`config.mk`:
```
export PLATFORM = sky130hd
export DESIGN_NAME = ursf_status
export DESIGN_NICKNAME = d
export VERILOG_FILES = /design/src/rtl/ursf_pkg.sv /design/src/rtl/ursf_rx_if.sv /design/src/rtl/ursf_rx_sampler.sv /design/src/rtl/ursf_status.sv
export VERILOG_INCLUDE_DIRS = /design/src /design/src/rtl
export SDC_FILE = /design/constraint.sdc
export NUM_CORES = 1
export LEC_CHECK = 0
export ABC_CLOCK_PERIOD_IN_PS = 5400
export BUFFER_PORTS_ARGS = -buffer_cell sky130_fd_sc_hd__buf_2
export CORE_ASPECT_RATIO = 1.1
export CORE_UTILIZATION = 50
export CTS_CLUSTER_SIZE = 20
export DETAILED_ROUTE_END_ITERATION = 16
export PLACE_DENSITY = 0.73
export SLEW_MARGIN = 10
export SYNTH_ARGS = -nofsm -noshare
export SYNTH_HDL_FRONTEND = slang
export SYNTH_SLANG_ARGS = --single-unit
export TNS_END_PERCENT = 1
```
`constraint.sdc`:
```
create_clock -name sys_clk -period 5.4 [get_ports sys_clk]
set_input_delay 1.62 -clock sys_clk [delete_from_list [all_inputs] [get_ports sys_clk]]
set_output_delay 1.62 -clock sys_clk [all_outputs]
set_load 0.05 [all_outputs]
```
`src/rtl/ursf_map.svh`:
```
`ifndef URSF_MAP_SVH
`define URSF_MAP_SVH
// ----------------------------------------------------------------
// Register offsets
// ----------------------------------------------------------------
`define URSF_STAT_OFS 8'h00
`define URSF_DATA_OFS 8'h04
`define URSF_CTRL_OFS 8'h08
`define URSF_BAUD_OFS 8'h0C
`define URSF_MATCH_OFS 8'h10
`define URSF_ISTAT_OFS 8'h14
`define URSF_ICLR_OFS 8'h18
`define URSF_IEN_OFS 8'h1C
// ----------------------------------------------------------------
// Status bits
// ----------------------------------------------------------------
`define URSF_BRK_BIT 31
`define URSF_FULL_BIT 21
`define URSF_OVR_BIT 19
`define URSF_NOISE_BIT 18
`define URSF_FRAME_BIT 17
`define URSF_PAR_BIT 16
`define URSF_M1_BIT 15
`define URSF_M2_BIT 14
// ----------------------------------------------------------------
// Control bits, match fields, reset values, timing
// ----------------------------------------------------------------
`define URSF_CTRL_PE_BIT 0
`define URSF_CTRL_PODD_BIT 1
`define URSF_CTRL_BKDE_BIT 2
`define URSF_M1_LSB 0
`define URSF_M2_LSB 16
`define URSF_BAUD_RST 16'h0004
`define URSF_OVERSAMPLE 16
`define URSF_SAMPLE_A 4'h7
`define URSF_SAMPLE_B 4'h8
`define URSF_SAMPLE_C 4'h9
`define URSF_BIT_END 4'hF
`define URSF_IRQ_W 4
`endif

```
`src/rtl/ursf_pkg.sv`:
```
package ursf_pkg;
   typedef enum logic [2:0] {
      RX_IDLE = 3'b000,
      RX_START = 3'b001,
      RX_DATA = 3'b010,
      RX_PAR = 3'b011,
      RX_STOP = 3'b100
   } ursf_rx_state_t;
   typedef logic [7:0] ursf_char_t;
endpackage : ursf_pkg

```
`src/rtl/ursf_rx_if.sv`:
```
interface ursf_rx_if;
   import ursf_pkg::*;
   logic [15:0] baudDiv;
   logic parityEn;
   logic parityOdd;
   logic done;
   ursf_char_t data;
   logic noise;
   logic frameErr;
   logic parityErr;
   logic isBreak;
   modport sampler (input baudDiv, parityEn, parityOdd,
      output done, data, noise, frameErr, parityErr, isBreak);
   modport status (output baudDiv, parityEn, parityOdd,
      input done, data, noise, frameErr, parityErr, isBreak);
endinterface : ursf_rx_if

```
`src/rtl/ursf_rx_sampler.sv`:
```
`include "ursf_map.svh"
module ursf_rx_sampler (
   input wire logic sys_clk,
   input wire logic reset,
   input wire logic rxPin,
   ursf_rx_if.sampler rx
);
   import ursf_pkg::*;
   ursf_rx_state_t state_r, state_nxt;
   logic rxMeta_r, rxSync_r;
   logic [15:0] div_r, div_nxt;
   logic [3:0] sub_r, sub_nxt;
   logic [2:0] bit_r, bit_nxt;
   logic s0_r, s0_nxt, s1_r, s1_nxt;
   logic noise_r, noise_nxt, par_r, par_nxt;
   ursf_char_t shift_r, shift_nxt;
   logic done_r, done_nxt, fe_r, fe_nxt, pe_r, pe_nxt, brk_r, brk_nxt;
   logic nz_r, nz_nxt;
   logic tick, maj, dis;
   assign tick = (div_r == 16'h0000);
   // Majority of three samples; any disagreement marks noise
   assign maj = (s0_r & s1_r) | (s0_r & rxSync_r) | (s1_r & rxSync_r);
   assign dis = (s0_r != s1_r) || (s1_r != rxSync_r);
   always_comb begin
      state_nxt = state_r;
      div_nxt = tick ? rx.baudDiv : div_r - 16'h0001;
      sub_nxt = sub_r;
      bit_nxt = bit_r;
      s0_nxt = s0_r;
      s1_nxt = s1_r;
      noise_nxt = noise_r;
      par_nxt = par_r;
      shift_nxt = shift_r;
      done_nxt = 1'b0;
      fe_nxt = fe_r;
      pe_nxt = pe_r;
      brk_nxt = brk_r;
      nz_nxt = nz_r;
      if (tick) begin
         sub_nxt = sub_r + 4'h1;
         if (state_r == RX_IDLE) begin
            sub_nxt = 4'h0;
            if (!rxSync_r) begin
               state_nxt = RX_START;
               noise_nxt = 1'b0;
               par_nxt = 1'b0;
               bit_nxt = 3'h0;
            end
         end else if (sub_r == `URSF_SAMPLE_A) begin
            s0_nxt = rxSync_r;
         end else if (sub_r == `URSF_SAMPLE_B) begin
            s1_nxt = rxSync_r;
         end else if (sub_r == `URSF_SAMPLE_C) begin
            noise_nxt = noise_r | dis;
            case (state_r)
               RX_START: begin
                  if (maj) begin
                     state_nxt = RX_IDLE;
                  end
               end
               RX_DATA: begin
                  shift_nxt = {maj, shift_r[7:1]};
                  par_nxt = par_r ^ maj;
               end
               RX_PAR: begin
                  par_nxt = par_r ^ maj;
               end
               RX_STOP: begin
                  done_nxt = 1'b1;
                  fe_nxt = ~maj;
                  nz_nxt = noise_r | dis;
                  pe_nxt = rx.parityEn & (par_r ^ rx.parityOdd);
                  brk_nxt = ~maj & (shift_r == 8'h00) & ~par_r;
                  state_nxt = RX_IDLE;
               end
               default: begin
                  state_nxt = RX_IDLE;
               end
            endcase
         end else if (sub_r == `URSF_BIT_END) begin
            case (state_r)
               RX_START: begin
                  state_nxt = RX_DATA;
               end
               RX_DATA: begin
                  bit_nxt = bit_r + 3'h1;
                  if (bit_r == 3'h7) begin
                     state_nxt = rx.parityEn ? RX_PAR : RX_STOP;
                  end
               end
               RX_PAR: begin
                  state_nxt = RX_STOP;
               end
               default: begin
                  state_nxt = state_r;
               end
            endcase
         end
      end
   end
   always_ff @(posedge sys_clk or posedge reset) begin
      if (reset) begin
         rxMeta_r <= 1'b1;
         rxSync_r <= 1'b1;
         state_r <= RX_IDLE;
         div_r <= 16'h0000;
         sub_r <= 4'h0;
         bit_r <= 3'h0;
         s0_r <= 1'b1;
         s1_r <= 1'b1;
         noise_r <= 1'b0;
         par_r <= 1'b0;
         shift_r <= 8'h00;
         done_r <= 1'b0;
         fe_r <= 1'b0;
         pe_r <= 1'b0;
         brk_r <= 1'b0;
         nz_r <= 1'b0;
      end else begin
         rxMeta_r <= rxPin;
         rxSync_r <= rxMeta_r;
         state_r <= state_nxt;
         div_r <= div_nxt;
         sub_r <= sub_nxt;
         bit_r <= bit_nxt;
         s0_r <= s0_nxt;
         s1_r <= s1_nxt;
         noise_r <= noise_nxt;
         par_r <= par_nxt;
         shift_r <= shift_nxt;
         done_r <= done_nxt;
         fe_r <= fe_nxt;
         pe_r <= pe_nxt;
         brk_r <= brk_nxt;
         nz_r <= nz_nxt;
      end
   end
   assign rx.done = done_r;
   assign rx.data = shift_r;
   assign rx.noise = nz_r;
   assign rx.frameErr = fe_r;
   assign rx.parityErr = pe_r;
   assign rx.isBreak = brk_r;
endmodule : ursf_rx_sampler

```
`src/rtl/ursf_status.sv`:
```
// Functional notes
// - No storing into buffer while overrun set
// - Overrun drops shifted char, buffer kept
// - Writing one clears overrun flag
// - Pending break flag at next char overruns
// - Three samples per bit; disagreement means noise
// - Noise flag bit 18, write one clears
// - Framing flag bit 17 on zero stop
// - Parity flag bit 16 on mismatch when enabled
// - Writing one clears parity flag
// - Match one flag bit 15, write one clears
// - Match two flag bit 14, write one clears
// - Reserved status bits read zero
// - Overrun after stop; other errors not set
// - Reading data clears buffer full flag
//
// Our own choices: the address map and the APB slave port.
`include "ursf_map.svh"
module ursf_status (
   input wire logic sys_clk,
   input wire logic reset,
   input wire logic rxPin,
   input wire logic psel,
   input wire logic penable,
   input wire logic pwrite,
   input wire logic [7:0] paddr,
   input wire logic [31:0] pwdata,
   output logic [31:0] prdata,
   output logic pready,
   output logic pslverr,
   output logic irq
);
   import ursf_pkg::*;
   ursf_rx_if rxl ();
   ursf_rx_sampler u_sampler (
      .sys_clk(sys_clk),
      .reset(reset),
      .rxPin(rxPin),
      .rx(rxl.sampler)
   );
   // ----------------------------------------------------------------
   // Register state
   // ----------------------------------------------------------------
   ursf_char_t data_r, data_nxt;
   logic full_r, full_nxt, ovr_r, ovr_nxt, brk_r, brk_nxt;
   logic nf_r, nf_nxt, fe_r, fe_nxt, pf_r, pf_nxt;
   logic m1_r, m1_nxt, m2_r, m2_nxt;
   logic [2:0] ctrl_r, ctrl_nxt;
   logic [15:0] baud_r, baud_nxt;
   logic [31:0] match_r, match_nxt;
   logic [`URSF_IRQ_W-1:0] ist_r, ist_nxt, ien_r, ien_nxt, iev;
   logic [31:0] prdata_r, prdata_nxt, stat;
   logic pready_r, pready_nxt, pslverr_r, pslverr_nxt, irq_r, irq_nxt;
   logic acc, wr, rd, store, blocked, hit;
   logic [31:0] w1c;
   assign acc = psel & penable & pready_r;
   assign wr = acc & pwrite;
   assign rd = acc & ~pwrite;
   assign w1c = (wr && paddr == `URSF_STAT_OFS) ? pwdata : 32'h0000_0000;
   // Overrun takes the character when the buffer is full, the flag is
   // already up, or the break flag is still set with break detection on
   assign blocked = full_r | ovr_r | (ctrl_r[`URSF_CTRL_BKDE_BIT] & brk_r);
   assign store = rxl.done & ~rxl.isBreak & ~blocked;
   assign rxl.baudDiv = baud_r;
   assign rxl.parityEn = ctrl_r[`URSF_CTRL_PE_BIT];
   assign rxl.parityOdd = ctrl_r[`URSF_CTRL_PODD_BIT];
   // ----------------------------------------------------------------
   // Status word
   // ----------------------------------------------------------------
   always_comb begin
      stat = 32'h0000_0000;
      stat[`URSF_BRK_BIT] = brk_r;
      stat[`URSF_FULL_BIT] = full_r;
      stat[`URSF_OVR_BIT] = ovr_r;
      stat[`URSF_NOISE_BIT] = nf_r;
      stat[`URSF_FRAME_BIT] = fe_r;
      stat[`URSF_PAR_BIT] = pf_r;
      stat[`URSF_M1_BIT] = m1_r;
      stat[`URSF_M2_BIT] = m2_r;
   end
   // ----------------------------------------------------------------
   // Flags and receive buffer
   // ----------------------------------------------------------------
   always_comb begin
      data_nxt = data_r;
      full_nxt = full_r;
      ovr_nxt = ovr_r & ~w1c[`URSF_OVR_BIT];
      brk_nxt = brk_r & ~w1c[`URSF_BRK_BIT];
      nf_nxt = nf_r & ~w1c[`URSF_NOISE_BIT];
      fe_nxt = fe_r & ~w1c[`URSF_FRAME_BIT];
      pf_nxt = pf_r & ~w1c[`URSF_PAR_BIT];
      m1_nxt = m1_r & ~w1c[`URSF_M1_BIT];
      m2_nxt = m2_r & ~w1c[`URSF_M2_BIT];
      if (rd && paddr == `URSF_DATA_OFS) begin
         full_nxt = 1'b0;
      end
      if (rxl.done && rxl.isBreak && ctrl_r[`URSF_CTRL_BKDE_BIT]) begin
         brk_nxt = 1'b1;
      end else if (rxl.done && blocked) begin
         ovr_nxt = 1'b1;
      end else if (store) begin
         // Flags describe the character now at the head of the buffer
         data_nxt = rxl.data;
         full_nxt = 1'b1;
         nf_nxt = rxl.noise;
         fe_nxt = rxl.frameErr;
         pf_nxt = rxl.parityErr;
         m1_nxt = (rxl.data == match_r[`URSF_M1_LSB +: 8]);
         m2_nxt = (rxl.data == match_r[`URSF_M2_LSB +: 8]);
      end
   end
   // ----------------------------------------------------------------
   // Control, interrupts and bus answer
   // ----------------------------------------------------------------
   always_comb begin
      ctrl_nxt = ctrl_r;
      baud_nxt = baud_r;
      match_nxt = match_r;
      ien_nxt = ien_r;
      iev = {rxl.done & rxl.isBreak, store & (rxl.noise | rxl.frameErr | rxl.parityErr),
         rxl.done & blocked, store};
      ist_nxt = ist_r;
      if (wr && paddr == `URSF_ICLR_OFS) begin
         ist_nxt = ist_r & ~pwdata[`URSF_IRQ_W-1:0];
      end
      ist_nxt = ist_nxt | iev;
      irq_nxt = |(ist_nxt & ien_r);
      if (wr) begin
         if (paddr == `URSF_CTRL_OFS) begin
            ctrl_nxt = pwdata[2:0];
         end else if (paddr == `URSF_BAUD_OFS) begin
            baud_nxt = pwdata[15:0];
         end else if (paddr == `URSF_MATCH_OFS) begin
            match_nxt = pwdata & 32'h00FF_00FF;
         end else if (paddr == `URSF_IEN_OFS) begin
            ien_nxt = pwdata[`URSF_IRQ_W-1:0];
         end
      end
      hit = 1'b1;
      prdata_nxt = 32'h0000_0000;
      if (paddr == `URSF_STAT_OFS) begin
         prdata_nxt = stat;
      end else if (paddr == `URSF_DATA_OFS) begin
         prdata_nxt = {24'h000000, data_r};
      end else if (paddr == `URSF_CTRL_OFS) begin
         prdata_nxt = {29'h0000_0000, ctrl_r};
      end else if (paddr == `URSF_BAUD_OFS) begin
         prdata_nxt = {16'h0000, baud_r};
      end else if (paddr == `URSF_MATCH_OFS) begin
         prdata_nxt = match_r;
      end else if (paddr == `URSF_ISTAT_OFS) begin
         prdata_nxt = {28'h0000000, ist_r};
      end else if (paddr == `URSF_IEN_OFS) begin
         prdata_nxt = {28'h0000000, ien_r};
      end else if (paddr != `URSF_ICLR_OFS) begin
         hit = 1'b0;
      end
      // Answer sampled in the setup cycle so every access has no wait
      pready_nxt = psel & ~penable;
      pslverr_nxt = psel & ~penable & ~hit;
      if (!(psel && !penable && !pwrite)) begin
         prdata_nxt = 32'h0000_0000;
      end
   end
   always_ff @(posedge sys_clk or posedge reset) begin
      if (reset) begin
         data_r <= 8'h00;
         full_r <= 1'b0;
         ovr_r <= 1'b0;
         brk_r <= 1'b0;
         nf_r <= 1'b0;
         fe_r <= 1'b0;
         pf_r <= 1'b0;
         m1_r <= 1'b0;
         m2_r <= 1'b0;
         ctrl_r <= 3'h0;
         baud_r <= `URSF_BAUD_RST;
         match_r <= 32'h0000_0000;
         ist_r <= 4'h0;
         ien_r <= 4'h0;
         irq_r <= 1'b0;
         prdata_r <= 32'h0000_0000;
         pready_r <= 1'b0;
         pslverr_r <= 1'b0;
      end else begin
         data_r <= data_nxt;
         full_r <= full_nxt;
         ovr_r <= ovr_nxt;
         brk_r <= brk_nxt;
         nf_r <= nf_nxt;
         fe_r <= fe_nxt;
         pf_r <= pf_nxt;
         m1_r <= m1_nxt;
         m2_r <= m2_nxt;
         ctrl_r <= ctrl_nxt;
         baud_r <= baud_nxt;
         match_r <= match_nxt;
         ist_r <= ist_nxt;
         ien_r <= ien_nxt;
         irq_r <= irq_nxt;
         prdata_r <= prdata_nxt;
         pready_r <= pready_nxt;
         pslverr_r <= pslverr_nxt;
      end
   end
   assign prdata = prdata_r;
   assign pready = pready_r;
   assign pslverr = pslverr_r;
   assign irq = irq_r;
endmodule : ursf_status

```
* Word-level counts from Yosys, hierarchy flattened
Cells that the tools add are included.
** Cells by class
- Add/sub/neg operators :: 3
- Eq/ne operators :: 28
- Mux-type cells :: 76
- Bitwise gates (word level) :: 60
- Reduce and logical (&&, ||, !) cells :: 36
** Operator list (count)
- 2-to-1 mux 24 bit :: 4
- 2-to-1 mux 32 bit :: 3
- 2-to-1 mux 3 bit :: 16
- 2-to-1 mux 1 bit :: 46
- equality test 8 x 5 -> 1 bit, second input constant :: 4
- AND 1 bit :: 25
- NOT 1 bit :: 22
- AND reduction 6 bit :: 3
- equality test 8 x 4 -> 1 bit, second input constant :: 2
- equality test 8 bit :: 2
- logical NOT 16 bit :: 1
- logical NOT 8 bit :: 2
- 2-to-1 mux 16 bit :: 1
- 2-to-1 mux 4 bit :: 4
- subtractor 16 x 1 -> 16 bit, second input constant :: 1
- equality test 4 bit, second input constant :: 3
- AND reduction 5 bit :: 2
- one-hot mux 3 bit (3 select lines) :: 1
- AND reduction 3 bit :: 3
- AND reduction 9 bit :: 1
- AND 4 bit :: 2
- equality test 8 x 3 -> 1 bit, second input constant :: 1
- logical AND 1 bit :: 8
- inequality test 8 x 5 -> 1 bit, second input constant :: 1
- 28 further kinds :: 45
** Storage, ports and cells
- Register bits :: 139

* Depth between registers and ports, before layout
- Word-level depth :: 11
- Depth in mapped cells :: 8
- Gate-level depth less buffers :: 7

* Modules after synthesis
A second synthesis with hierarchy kept.
** Unflattened totals
- Cells, all modules :: 561
- Area total of the unflattened synthesis :: 6379.9 µm²
** By module, submodules not included
- ursf_status :: instances 1, cells an instance 332, area an instance 4053.9 µm²
- ursf_rx_sampler :: instances 1, cells an instance 229, area an instance 2326.0 µm²

* Worst setup path before layout
OpenSTA, ideal clock, no wires.
- Path kind :: input-to-reg
- Start point :: input port paddr[0]
- End point :: register baud_r[10]
- Setup time :: 0.125 ns
- Data arrival time :: 3.572 ns
- Setup slack :: 1.703 ns
- Cell stages on the path :: 7
- Buffers on the path :: 3
- Path through :: or4_1 > clkbuf_2 > or3_1 > buf_6 > nor3_4 > buf_6 > mux2_2
** Between the ends
- Cells in the longest elaborated chain, start to end :: 3
** RTL lines
- start: declaration :: RTL line ursf_status.sv:26 : input wire logic [7:0] paddr,
- equality test 8 x 4 -> 1 bit (no line)
- NOT 1 bit (no line)
- AND reduction 3 bit (no line) *
- end signal: assignment :: RTL line ursf_status.sv:177 : baud_r <= `URSF_BAUD_RST;
- end signal: assignment :: RTL line ursf_status.sv:196 : baud_r <= baud_nxt;
- end: declaration :: RTL line ursf_status.sv:49 : logic [15:0] baud_r, baud_nxt;
Mark *: on every way between the ends. The rest lies on a longest branch, timed or not.
A chain may end at the register's enable or synchronous reset.

* Final worst setup path
- Start point :: input port paddr[0]
- End point :: register baud_r[4]
Same word-level chain as after synthesis.

==> results.toml <==
[placed_design]
gp_congestion = 0.8522
place_area_sq_um = 6714
place_inst = 785
dp_hpwl_um = 9788
port_buffers = 66

[yosys]
synth_flop_cell = "dfrtp_1"
synth_xor_xnor_area_share = 0.04040
synth_top_family_by_area = "simple AND/OR/NAND/NOR gates"
syn_avg_cell_area_sq_um = 10.75
synth_compound_area_frac = 0.1071
synthesis.area_sq_um = 6287
ys_seq_elements = 132
synth-edff-count = 0
seq_area_frac_synth = 0.5264
async_flop_share = 1.000
synth.distinct_cells = 60
yosys.area_share.simple = 0.1709
yosysWarningCount = 0
synthMuxAreaShare = 0.1011
syn-instance-count = 585
synth-adder-area-share = 0.01791

[outcome]
status = "finished clean"

[worst_setup_path]
crit_path_cell_trace = "buf_2 > or4_1 > or3_1 > nor3_4 > mux2_2"
crit_slowest_cell = "nor3_4"
crit_required_ps = 5690
critPathMaxStageDelay_ps = 770
crit_fanout = 16
critPathLaunchType = "primary input"
critPathArrivalTime_ps = 4120
cp-end-kind = "flip-flop"
crit_type = "primary input to flip-flop"

[final_layout]
finalInstanceArea_sq_um = 7289
fillers = 1001
drive_above_1_share = 0.2534
layout_commonest_cell = "dfrtp_1"
layout_common_cells = "dfrtp_1, buf_2, nand2_1"
regArea_sq_um = 3309
multiInputGateArea_sq_um = 2776
finalNetCount = 705
num_antenna_cells = 0
final_cells = 817
syn2layout_area_growth_pct = 15.94

[power]
vdd_drop_max_uv = 191.4
power.total_w = 0.002599
power_density_nw_per_um2 = 356.5
p_leak_nw = 3.529

[clock_tree]
cts_buffer_depth = 2
post_cts_resized = 0
cts_buffers = 17
clk_pin_slew_worst_paths_ps = 50
htreeDepth = 4
cts_sinks = 132
postCtsHoldBufs = 0
worst_skew_pair.late_latency_ps = 410
root_buffer = "clkbuf_16"
cts_tree = "built"
postCtsSetupBuffers = 0

[timing]
slew_viol_final = 0
fin_skew_ps = 9.741
setup_viol = 0
fmax_ghz = 0.2615
setup_tns_ps = 0
rsz0062_at_grt = "no"
final_hold_viol_count = 0
finalCritPeriodShare = 0.7082
post-route-min-period_ps = 3824
relSlewSlack = 0.3842
worst_pin_slew_ps = 920.9
holdWs_ps = 354.2

[route]
drt_first_iter_violations = 260
drc = 0
dr.pass1.iters = 5
viasPerCell = 5.707
wl_per_cell_um = 17.17
wirelength_um = 14030
ant_nets = 0
num_vias = 4663

[global_routing]
grt_pass1_wl_um = 23040
grt_pass1_vias = 4608
track_usage = 0.2330
grt_max_degree = 76
antenna_found_initial = 0
grt-ovfl-total = 0

[floorplan]
coreArea_sq_um = 12140
die_h_um = 119.6
start_util = 0.5179
num_rows = 42
fp.dieW_um = 108.9
ios = 81
die_area_sq_um = 13030

[worst_hold_path]
hp-class = "flip-flop to flip-flop"

[run]
cap_violations = 0
cell usage after synthesis (3+ instances only):
master    instances  area share
mux2i_1           5      0.0080
inv_1            18       0.011
a22o_1            6      0.0084
dfrtp_1         127        0.51
a21oi_1          31       0.025
o31ai_1           3      0.0036
and3_1            8      0.0080
dfstp_2           5       0.021
or4_1             4      0.0048
ha_1              9       0.018
nor2_1           46       0.027
nor4_1            7      0.0070
mux2_2           52       0.093
nand4_1           8      0.0080
xnor2_1          23       0.032
clkbuf_1         15      0.0090
nand3_1          10      0.0080
nor2b_1           4      0.0040
a21o_1            4      0.0048
and2_1            6      0.0060
xor2_1            6      0.0084
o221a_2           3      0.0054
nor3_1           19       0.015
a31oi_1           5      0.0050
nand4b_1          4      0.0056
a22oi_1          11       0.013
buf_4             8      0.0096
o21ai_0          22       0.018
or3_1             6      0.0060
o22ai_1           3      0.0030
nand3b_1          3      0.0036
a211oi_1          5      0.0060
nand2_1          59       0.035
nand2b_1          7      0.0070
state kept, by name, indices dropped and copies added, names as in the netlist, 3 cells and up:
name and count:
baud_r 16, ctrl_r 3, data_r 8, ien_r 4, ist_r 4, match_r 16
prdata 25, u_sampler.bit_r 3, u_sampler.div_r 16, u_sampler.rx.data 8, u_sampler.state_r 3, u_sampler.sub_r 4
worst max-delay path: cells and delay by family:
kind,cells,cell delay (ps)
muxes,1,420
and+or+nand+nor,3,1990
buffers and inverters,1,90
logic make-up (layout without fill, tap and decap cells):
family	Yosys count	in the layout
AO/OA/AOI/OAI	104	104
other	1	7
adder cells (fa/ha/maj)	9	9
multiplexers	57	57
AND/OR/NAND/NOR	206	206
XOR/XNOR	29	29
flip-flops	132	132
buffers and inverters	47	119
per-stage QoR:
step | util | setup slack [ps]
floorplan | - | 262.2
CTS | 0.6005 | 1612
global route | 0.6005 | 1515
detailed placement | 0.5531 | 1178
global placement | 0.5531 | 1232
finish | 0.6005 | 1576
report_power, final:
group	total (W)	leakage [nW]	switching, W	internal (W)
clock network	0.00113	0.283	0.000396	0.000735
logic	0.000321	1.51	0.000188	0.000133
registers	0.00115	1.73	0.0000825	0.00106
total	0.00260	3.53	0.000667	0.00193
final timing paths:
path,startpoint,endpoint,slack [ps],cells past startpoint
min reg2reg,u_sampler.rxMeta_r,u_sampler.rxSync_r,350,0
min,u_sampler.rxMeta_r,u_sampler.rxSync_r,350,0
min in group asynchronous,reset,irq,1330,2
max in group asynchronous,reset,u_sampler.s1_r,3190,3
max reg2reg,u_sampler.div_r[0],u_sampler.rx.data[1],2700,7
max,paddr[0],baud_r[4],1580,5
area by class of cell:
| class | instances | area share |
|---|---|---|
| multi-input cells | 412 | 0.3809 |
| inverters | 18 | 0.009612 |
| flip-flops and latches | 132 | 0.4540 |
| repair buffers | 69 | 0.05012 |
| clock inverters | 7 | 0.01510 |
| well taps | 154 | 0.02643 |
| clock buffers | 25 | 0.06385 |
routing by layer:
metal | wire length [um] | share of wire | vias to the layer above | global-route usage
met5 | 0 | 0 | - | 0
met4 | 318 | 0.023 | 0 | 0.09459
met3 | 816 | 0.058 | 22 | 0.04780
met2 | 6942 | 0.49 | 167 | 0.3742
met1 | 5949 | 0.42 | 2274 | 0.3058
li1 | - | - | 2200 | -
(Power assumes the default switching activity.)
